### config.mk
export PLATFORM = sky130hd
export DESIGN_NAME = adc_serial_readout_control
export DESIGN_NICKNAME = d
export VERILOG_FILES = /design/src/adc_serial_readout_control.v /design/src/pin_sync.v /design/src/result_fifo.v
export VERILOG_INCLUDE_DIRS = /design/src /design/src/src
export SDC_FILE = /design/constraint.sdc
export NUM_CORES = 1
export LEC_CHECK = 0
export BUFFER_PORTS_ARGS = -buffer_cell sky130_fd_sc_hd__buf_4
export CORE_MARGIN = 3
export CORE_UTILIZATION = 51
export DETAILED_ROUTE_END_ITERATION = 8
export MAX_ROUTING_LAYER = met4
export PLACE_DENSITY = 0.69
export SETUP_SLACK_MARGIN = 0.2
export SYNTH_ARGS = -nofsm -noshare
export SYNTH_HDL_FRONTEND = slang
export SYNTH_HIERARCHICAL = 1
export SYNTH_SLANG_ARGS = --single-unit
### constraint.sdc
create_clock -name mclk -period 3.3 [get_ports mclk]
set_input_delay 0.66 -clock mclk [delete_from_list [all_inputs] [get_ports mclk]]
set_output_delay 0.66 -clock mclk [all_outputs]
set_load 0.005 [all_outputs]
### src/adc_readout_defines.vh
// Constants for the converter readout control block.
// Assumes a 10 MHz system clock; included by the control module only.
`ifndef ADC_READOUT_DEFINES_VH
`define ADC_READOUT_DEFINES_VH
`define CLK_PERIOD_NS      100
`define RESULT_BITS        16
`define SAFE_READ_TURBO_NS 190
`define SAFE_READ_NORM_NS  290
`define CONV_TIME_NS       500
`define SAFE_TURBO_CYC     ((`SAFE_READ_TURBO_NS + `CLK_PERIOD_NS - 1) / `CLK_PERIOD_NS)
`define SAFE_NORM_CYC      ((`SAFE_READ_NORM_NS + `CLK_PERIOD_NS - 1) / `CLK_PERIOD_NS)
`define CONV_CYC           ((`CONV_TIME_NS + `CLK_PERIOD_NS - 1) / `CLK_PERIOD_NS)
`define FIFO_DEPTH         4
`define FIFO_AW            2
`define CNT_W              8
`define ST_IDLE            2'h0
`define ST_CONV            2'h1
`define ST_ACQ             2'h2
`endif

### src/adc_serial_readout_control.v
// Conversion control and serial readout of a 16-bit converter.
// Assumes pins arrive asynchronously; the serial clock is sampled by mclk.
`timescale 1ns/1ps
`default_nettype none
`include "adc_readout_defines.vh"
module adc_serial_readout_control #(
  parameter WIDTH = `RESULT_BITS
) (
  input  wire             mclk,
  input  wire             rst,
  input  wire             conversion_start_pin,
  input  wire             daisy_select_input,
  input  wire             serial_clock,
  input  wire             fast_rate_select,
  input  wire [WIDTH-1:0] sample_code,
  input  wire             sample_valid,
  output wire             sample_ready,
  output reg              serial_result_output,
  output reg              serial_result_oe,
  output reg              converting,
  output reg              powered_down,
  output reg              chain_mode,
  output reg              busy_armed,
  output reg              safe_read_passed,
  output reg              result_discard
);
  wire cnv_s;
  wire sdi_s;
  wire sck_s;
  wire trb_s;
  pin_sync u_cnv (.mclk(mclk), .rst(rst), .pin_in(conversion_start_pin), .pin_sync_ff(cnv_s));
  pin_sync u_sdi (.mclk(mclk), .rst(rst), .pin_in(daisy_select_input), .pin_sync_ff(sdi_s));
  pin_sync u_sck (.mclk(mclk), .rst(rst), .pin_in(serial_clock), .pin_sync_ff(sck_s));
  pin_sync u_trb (.mclk(mclk), .rst(rst), .pin_in(fast_rate_select), .pin_sync_ff(trb_s));

  // Delayed copies for edge detection; only synchronised levels are read.
  reg cnv_d_ff;
  reg sdi_d_ff;
  reg sck_d_ff;
  always @(posedge mclk) begin
    if (rst) begin
      cnv_d_ff <= 1'b0;
      sdi_d_ff <= 1'b0; // Same level as the synchroniser after reset, so no false fall.
      sck_d_ff <= 1'b0;
    end else begin
      cnv_d_ff <= cnv_s;
      sdi_d_ff <= sdi_s;
      sck_d_ff <= sck_s;
    end
  end
  wire cnv_rise = cnv_s & ~cnv_d_ff;
  wire cnv_fall = ~cnv_s & cnv_d_ff;
  wire sdi_fall = ~sdi_s & sdi_d_ff;
  wire sdi_rise = sdi_s & ~sdi_d_ff;
  wire sck_fall = ~sck_s & sck_d_ff;
  // Three-wire reads start on the start pin falling; four-wire reads on the
  // daisy input falling while the start pin is held high.
  wire sel_start = cnv_fall | (sdi_fall & cnv_s);

  // Results from the analog core are buffered and taken one per conversion end, so the core stalls once all four buffer entries are full.
  wire             fifo_valid;
  wire [WIDTH-1:0] fifo_data;
  reg              pop;
  result_fifo #(.WIDTH(WIDTH), .DEPTH(`FIFO_DEPTH), .AW(`FIFO_AW)) u_fifo (
    .mclk      (mclk),
    .rst       (rst),
    .in_valid  (sample_valid),
    .in_ready  (sample_ready),
    .in_data   (sample_code),
    .out_valid (fifo_valid),
    .out_ready (pop),
    .out_data  (fifo_data)
  );

  reg [1:0]       state_ff;
  reg [1:0]       nxt_state;
  reg [`CNT_W-1:0] timer_ff;
  reg [`CNT_W-1:0] nxt_timer;
  reg             turbo_ff;
  reg             first_ff;
  reg [WIDTH-1:0] shift_ff;
  reg [4:0]       bits_ff;
  reg             sel_ff;
  wire [31:0]       safe_full = turbo_ff ? `SAFE_TURBO_CYC : `SAFE_NORM_CYC;
  wire [`CNT_W-1:0] safe_cyc  = safe_full[`CNT_W-1:0];
  wire conv_end = (state_ff == `ST_CONV) && (timer_ff == `CONV_CYC - 1);

  always @* begin
    nxt_state = state_ff;
    nxt_timer = timer_ff;
    case (state_ff)
      `ST_IDLE, `ST_ACQ: begin
        if (cnv_rise) begin
          nxt_state = `ST_CONV;
          nxt_timer = {`CNT_W{1'b0}};
        end
      end
      `ST_CONV: begin
        nxt_timer = timer_ff + 1'b1;
        if (conv_end) begin
          nxt_state = `ST_ACQ;
        end
      end
      default: begin
        nxt_state = `ST_IDLE;
      end
    endcase
  end

  always @(posedge mclk) begin
    if (rst) begin
      state_ff         <= `ST_IDLE;
      timer_ff         <= {`CNT_W{1'b0}};
      converting       <= 1'b0;
      powered_down     <= 1'b1;
      chain_mode       <= 1'b0;
      busy_armed       <= 1'b0;
      safe_read_passed <= 1'b0;
      turbo_ff         <= 1'b0;
      first_ff         <= 1'b1;
      result_discard   <= 1'b0;
    end else begin
      state_ff   <= nxt_state;
      timer_ff   <= nxt_timer;
      converting <= (nxt_state == `ST_CONV);
      if (cnv_rise && state_ff != `ST_CONV) begin
        // Daisy tied to the start pin still reads low here, so chain wins.
        chain_mode       <= ~sdi_d_ff & ~trb_s;
        turbo_ff         <= trb_s;
        busy_armed       <= 1'b0;
        safe_read_passed <= 1'b0;
        powered_down     <= 1'b0;
      end
      if (state_ff == `ST_CONV && timer_ff == safe_cyc - 1) begin
        safe_read_passed <= 1'b1;
      end
      if (conv_end) begin
        busy_armed     <= ~chain_mode & ~turbo_ff & (~cnv_s | ~sdi_s);
        powered_down   <= ~turbo_ff;
        result_discard <= first_ff & turbo_ff;
        first_ff       <= 1'b0;
      end
      if (cnv_rise && state_ff != `ST_CONV && trb_s && !turbo_ff) begin
        first_ff <= 1'b1;
      end
    end
  end

  // Output side: select tracks the start pin in three-wire use, the daisy
  // input in four-wire use; either falling selects, and the last bit's clock fall deselects.
  always @(posedge mclk) begin
    if (rst) begin
      shift_ff             <= {WIDTH{1'b0}};
      bits_ff              <= 5'h00;
      sel_ff               <= 1'b0;
      serial_result_output <= 1'b0;
      serial_result_oe     <= 1'b0;
      pop                  <= 1'b0;
    end else begin
      pop <= 1'b0;
      if (conv_end) begin
        if (fifo_valid) begin
          shift_ff <= fifo_data;
          pop      <= 1'b1;
        end
        bits_ff <= 5'h00;
        if (~chain_mode & ~turbo_ff & (~cnv_s | ~sdi_s)) begin
          sel_ff               <= 1'b1;
          serial_result_oe     <= 1'b1;
          serial_result_output <= 1'b0;
        end
      end else if (cnv_rise) begin
        sel_ff           <= 1'b0;
        serial_result_oe <= 1'b0;
      end else if (!busy_armed && !sel_ff && sel_start && !converting) begin
        sel_ff               <= 1'b1;
        serial_result_oe     <= 1'b1;
        serial_result_output <= shift_ff[WIDTH-1];
        bits_ff              <= 5'h01;
      end else if (!busy_armed && !sel_ff && sel_start) begin
        sel_ff               <= 1'b1;
        serial_result_oe     <= 1'b1;
        serial_result_output <= shift_ff[WIDTH-1];
        bits_ff              <= 5'h01;
      end else if (busy_armed && sdi_rise && cnv_s) begin
        sel_ff           <= 1'b0;
        serial_result_oe <= 1'b0;
      end else if (sel_ff && sck_fall) begin
        // The count holds the bits shown so far; with busy the start bit
        // counts as none, so the 17th fall releases there and the 16th without.
        if (bits_ff == WIDTH) begin
          sel_ff               <= 1'b0;
          serial_result_oe     <= 1'b0;
          serial_result_output <= 1'b0;
        end else begin
          serial_result_output <= shift_ff[WIDTH-1-bits_ff[3:0]];
          bits_ff              <= bits_ff + 5'h01;
        end
      end
    end
  end
endmodule
`default_nettype wire

### src/pin_sync.v
// Two-flop synchroniser for one asynchronous pin.
// Assumes the pin is a slow level relative to the clock.
`timescale 1ns/1ps
`default_nettype none
module pin_sync (
  input  wire mclk,
  input  wire rst,
  input  wire pin_in,
  output reg  pin_sync_ff
);
  reg meta_ff;
  always @(posedge mclk) begin
    if (rst) begin
      meta_ff     <= 1'b0;
      pin_sync_ff <= 1'b0;
    end else begin
      meta_ff     <= pin_in;
      pin_sync_ff <= meta_ff;
    end
  end
endmodule
`default_nettype wire

### src/result_fifo.v
// Small flip-flop FIFO for completed conversion results.
// Assumes one clock; a write while full is held off by in_ready.
`timescale 1ns/1ps
`default_nettype none
module result_fifo #(
  parameter WIDTH = 16,
  parameter DEPTH = 4,
  parameter AW    = 2
) (
  input  wire             mclk,
  input  wire             rst,
  input  wire             in_valid,
  output wire             in_ready,
  input  wire [WIDTH-1:0] in_data,
  output wire             out_valid,
  input  wire             out_ready,
  output wire [WIDTH-1:0] out_data
);
  reg [WIDTH-1:0] mem_ff [0:DEPTH-1];
  reg [AW-1:0]    wr_ff;
  reg [AW-1:0]    rd_ff;
  reg [AW:0]      cnt_ff;
  wire            do_wr;
  wire            do_rd;
  assign in_ready  = (cnt_ff != DEPTH[AW:0]);
  assign out_valid = (cnt_ff != {(AW+1){1'b0}});
  assign out_data  = mem_ff[rd_ff];
  assign do_wr     = in_valid & in_ready;
  assign do_rd     = out_valid & out_ready;
  always @(posedge mclk) begin
    if (do_wr) begin
      mem_ff[wr_ff] <= in_data;
    end
  end
  always @(posedge mclk) begin
    if (rst) begin
      wr_ff  <= {AW{1'b0}};
      rd_ff  <= {AW{1'b0}};
      cnt_ff <= {(AW+1){1'b0}};
    end else begin
      if (do_wr) begin
        wr_ff <= wr_ff + 1'b1;
      end
      if (do_rd) begin
        rd_ff <= rd_ff + 1'b1;
      end
      if (do_wr & ~do_rd) begin
        cnt_ff <= cnt_ff + 1'b1;
      end else if (do_rd & ~do_wr) begin
        cnt_ff <= cnt_ff - 1'b1;
      end
    end
  end
endmodule
`default_nettype wire

==> flow_summary.yaml <==
route:
  ant_nets: 0
  wl_per_cell_um: 16.6
  drt-pass1-iter-count: 4
  via_per_inst: 5.51
  route.detailed.drc: 0
  vias: 3171
  drt_iter0_drc: 200
  wirelength_um: 9550
logic_synthesis:
  ys_async_sr_fraction_pct: 0
  synth_most_common_cell: "edfxtp_1"
  synthesis.area_um2: 5200
  synth_top_cells_by_area: "edfxtp_1 37%, dfxtp_1 24%, mux4_2 5.6%"
  synth_edf_count: 64
  syn_nets: 434
  syn_avg_cell_area_um2: 13.0
  synth_top_cell_by_area: "edfxtp_1"
  synth.top_cell.area_share_pct: 37.0
  ys.flop_type: "edfxtp_1"
  synthTopCellsByCount: "64 x edfxtp_1, 62 x dfxtp_1, 33 x nor2_1"
  yosysWarnings: 6
  yosysSeqAreaShare_pct: 60.8
  synth_seq_cells: 126
  syn-instance-count: 401
  ys_types: 60
layout:
  diodes: 0
  drive_gt1_share_pct: 19.6
  area_growth_pct: 16.9
  nets: 463
setup_path:
  slowest_delay_ns: 0.81
  worstPathMaxFanout: 24
  cp-start-kind: "flip-flop"
  required_ns: 3.67
  crit_path_end_kind: "flip-flop"
  critical_path_arrival_ns: 2.78
  path_delay_family: "simple AND/OR/NAND/NOR gates"
  critPathBufInv: 0
  slowest_stage: "and3_1"
  crit_type: "flip-flop to flip-flop"
  cp_cell_sequence: "nor4_2 -> and3_1 -> nand2_2 -> nand2_1 -> a21oi_1"
clock_network:
  post_cts_buffers: 0
  post_cts_resized: 0
  cts_buffers: 17
  ctsRootBufferMaster: "clkbuf_8"
  cts_hold_buffers: 0
  cts_buffer_depth: 2
  tritoncts: "yes"
  clk_latency_ns: 0.52
  cts-htree-levels: 4
  cts_sinks: 126
  cts.clk_slew.worst_paths_ns: 0.06
grt:
  grt_max_degree: 61
  grt_pass1_vias: 3151
  gr-total-overflow: 0
  antenna_found_initial: 0
  grt_usage_pct: 18.5
  grt_pass1_wl_um: 15800
sta:
  fin_tns_setup_ns: 0
  fin_crit_sh_pct: 73.0
  slew_viol_final: 0
  setup_violations: 0
  tightest_slew_ns: 0.889
  slew_headroom_pct: 40.8
  clock_skew_ns: 0.00892
  hold_viol: 0
  max_freq_ghz: 0.415
  min_period_ns: 2.41
  rsz0062_at_grt: "false"
worst_hold_path:
  hold_path_class: "input pin to flip-flop"
pwr:
  p_switching_mw: 0.879
  cellLeakagePower_nw: 2.14
  internal_power_mw: 3.00
  p_sw_share_pct: 22.6
  power.share.clock_pct: 47.9
  power_density_nw_per_um2: 639
  totalPowerFinal_mw: 3.88
  power_frac_seq_pct: 45.8
  combPwrFrac_pct: 6.3
  irDropWorstVdd_uv: 418
floorplanning:
  initial_utilization_pct: 52.7
  core_area_um2: 9860
  die_area_um2: 11400
  num_rows: 36
  pin_count: 32
  die_h_um: 107
  die_x_um: 107
place:
  place.gp.congestion: 0.845
  hpwl_um: 5970
  port_buffers: 31
flow_run:
  maxCapViolations: 0
status:
  status: "complete, no violations"
==> routing by layer <==
| metal | wire [µm] | global-route usage, % | share of wire (%) |
|---|---|---|---|
| met4 | 133 | 6.94 | 1.4 |
| met1 | 4320 | 22.8 | 45 |
| met2 | 4720 | 29.5 | 49 |
| met3 | 366 | 4.94 | 3.8 |
| met5 | 0 | - | 0 |
==> power groups by stage <==
| stage | clock [mW] | combinational [mW] | sequential [mW] |
|---|---|---|---|
| detailed placement | 0 | 0.248 | 1.81 |
| finish | 1.86 | 0.246 | 1.78 |
| floorplan | 0 | 0.173 | 1.79 |
| global route | 1.95 | 0.273 | 1.79 |
| CTS | 1.89 | 0.250 | 1.78 |
| global placement | 0 | 0.240 | 1.81 |
==> layout by cell type (no fill, tap or decap), types with 3 or more instances in the layout <==
| master | count |
|---|---|
| mux2_2 | 3 |
| edfxtp_1 | 64 |
| and3_1 | 3 |
| nor3_1 | 5 |
| o21ai_0 | 7 |
| nand3_1 | 25 |
| nor2b_1 | 14 |
| mux4_1 | 6 |
| dfxtp_1 | 62 |
| clkbuf_16 | 18 |
| nand2_1 | 31 |
| inv_1 | 9 |
| and2_1 | 4 |
| o2111ai_1 | 3 |
| clkinv_4 | 3 |
| mux2i_1 | 4 |
| or3_1 | 3 |
| nor2_1 | 33 |
| nand2b_1 | 5 |
| xor2_1 | 6 |
| mux4_2 | 13 |
| a21oi_1 | 30 |
| ha_1 | 9 |
| buf_4 | 32 |
==> logic make-up (layout without fill, tap and decap cells) <==
logic type / Yosys count / after routing / synth area share (%)
adder cells (fa/ha/maj): 10 / 10 / 2.55
AO/OA/AOI/OAI: 60 / 60 / 7.58
flip-flops: 126 / 126 / 60.8
buffers and inverters: 31 / 73 / 3.15
XOR/XNOR: 7 / 7 / 1.18
AND/OR/NAND/NOR: 140 / 140 / 14.4
multiplexers: 27 / 27 / 10.3
==> final timing paths <==
check,start,endpoint,slack [ns],cells after the start
worst max-delay path,timer_ff[5],shift_ff[15],0.89,5
worst min-delay path,sample_code[8],u_fifo/mem_ff[0][8],0.34,1
worst max register to register,timer_ff[5],shift_ff[15],0.89,5
worst min register to register,u_sck/meta_ff,u_sck/pin_sync_ff,0.44,1
==> registers in the layout (all words and copies together) (netlist names), 2 cells and up, named ones only <==
| name | flops |
|---|---|
| u_fifo/mem_ff | 64 |
| shift_ff | 16 |
| timer_ff | 8 |
| bits_ff | 5 |
| u_fifo/cnt_ff | 3 |
| state_ff | 2 |
| u_fifo/rd_ff | 2 |
| u_fifo/wr_ff | 2 |
==> metrics by stage <==
stage               hold slack, ns  instance area, µm²  worst slack, ns  utilization [%]  cells
floorplan                    0.414                5200             1.12                -    401
global placement             0.429                5480            0.952             55.5    544
detailed placement           0.436                5480            0.906             55.5    544
CTS                          0.320                6080            0.871             61.6    576
global route                 0.319                6080            0.681             61.6    576
finish                       0.341                6080            0.891             61.6    576
==> layout make-up <==
type,count,area (µm²)
inverters,9,33.8
clock buffers,21,472
repair buffers,32,240
well taps,133,166
multi-input cells,244,1870
flip-flops and latches,126,3160
fillers,733,3790
clock inverters,11,129
Note: power is estimated with default switching activity, not from simulation.
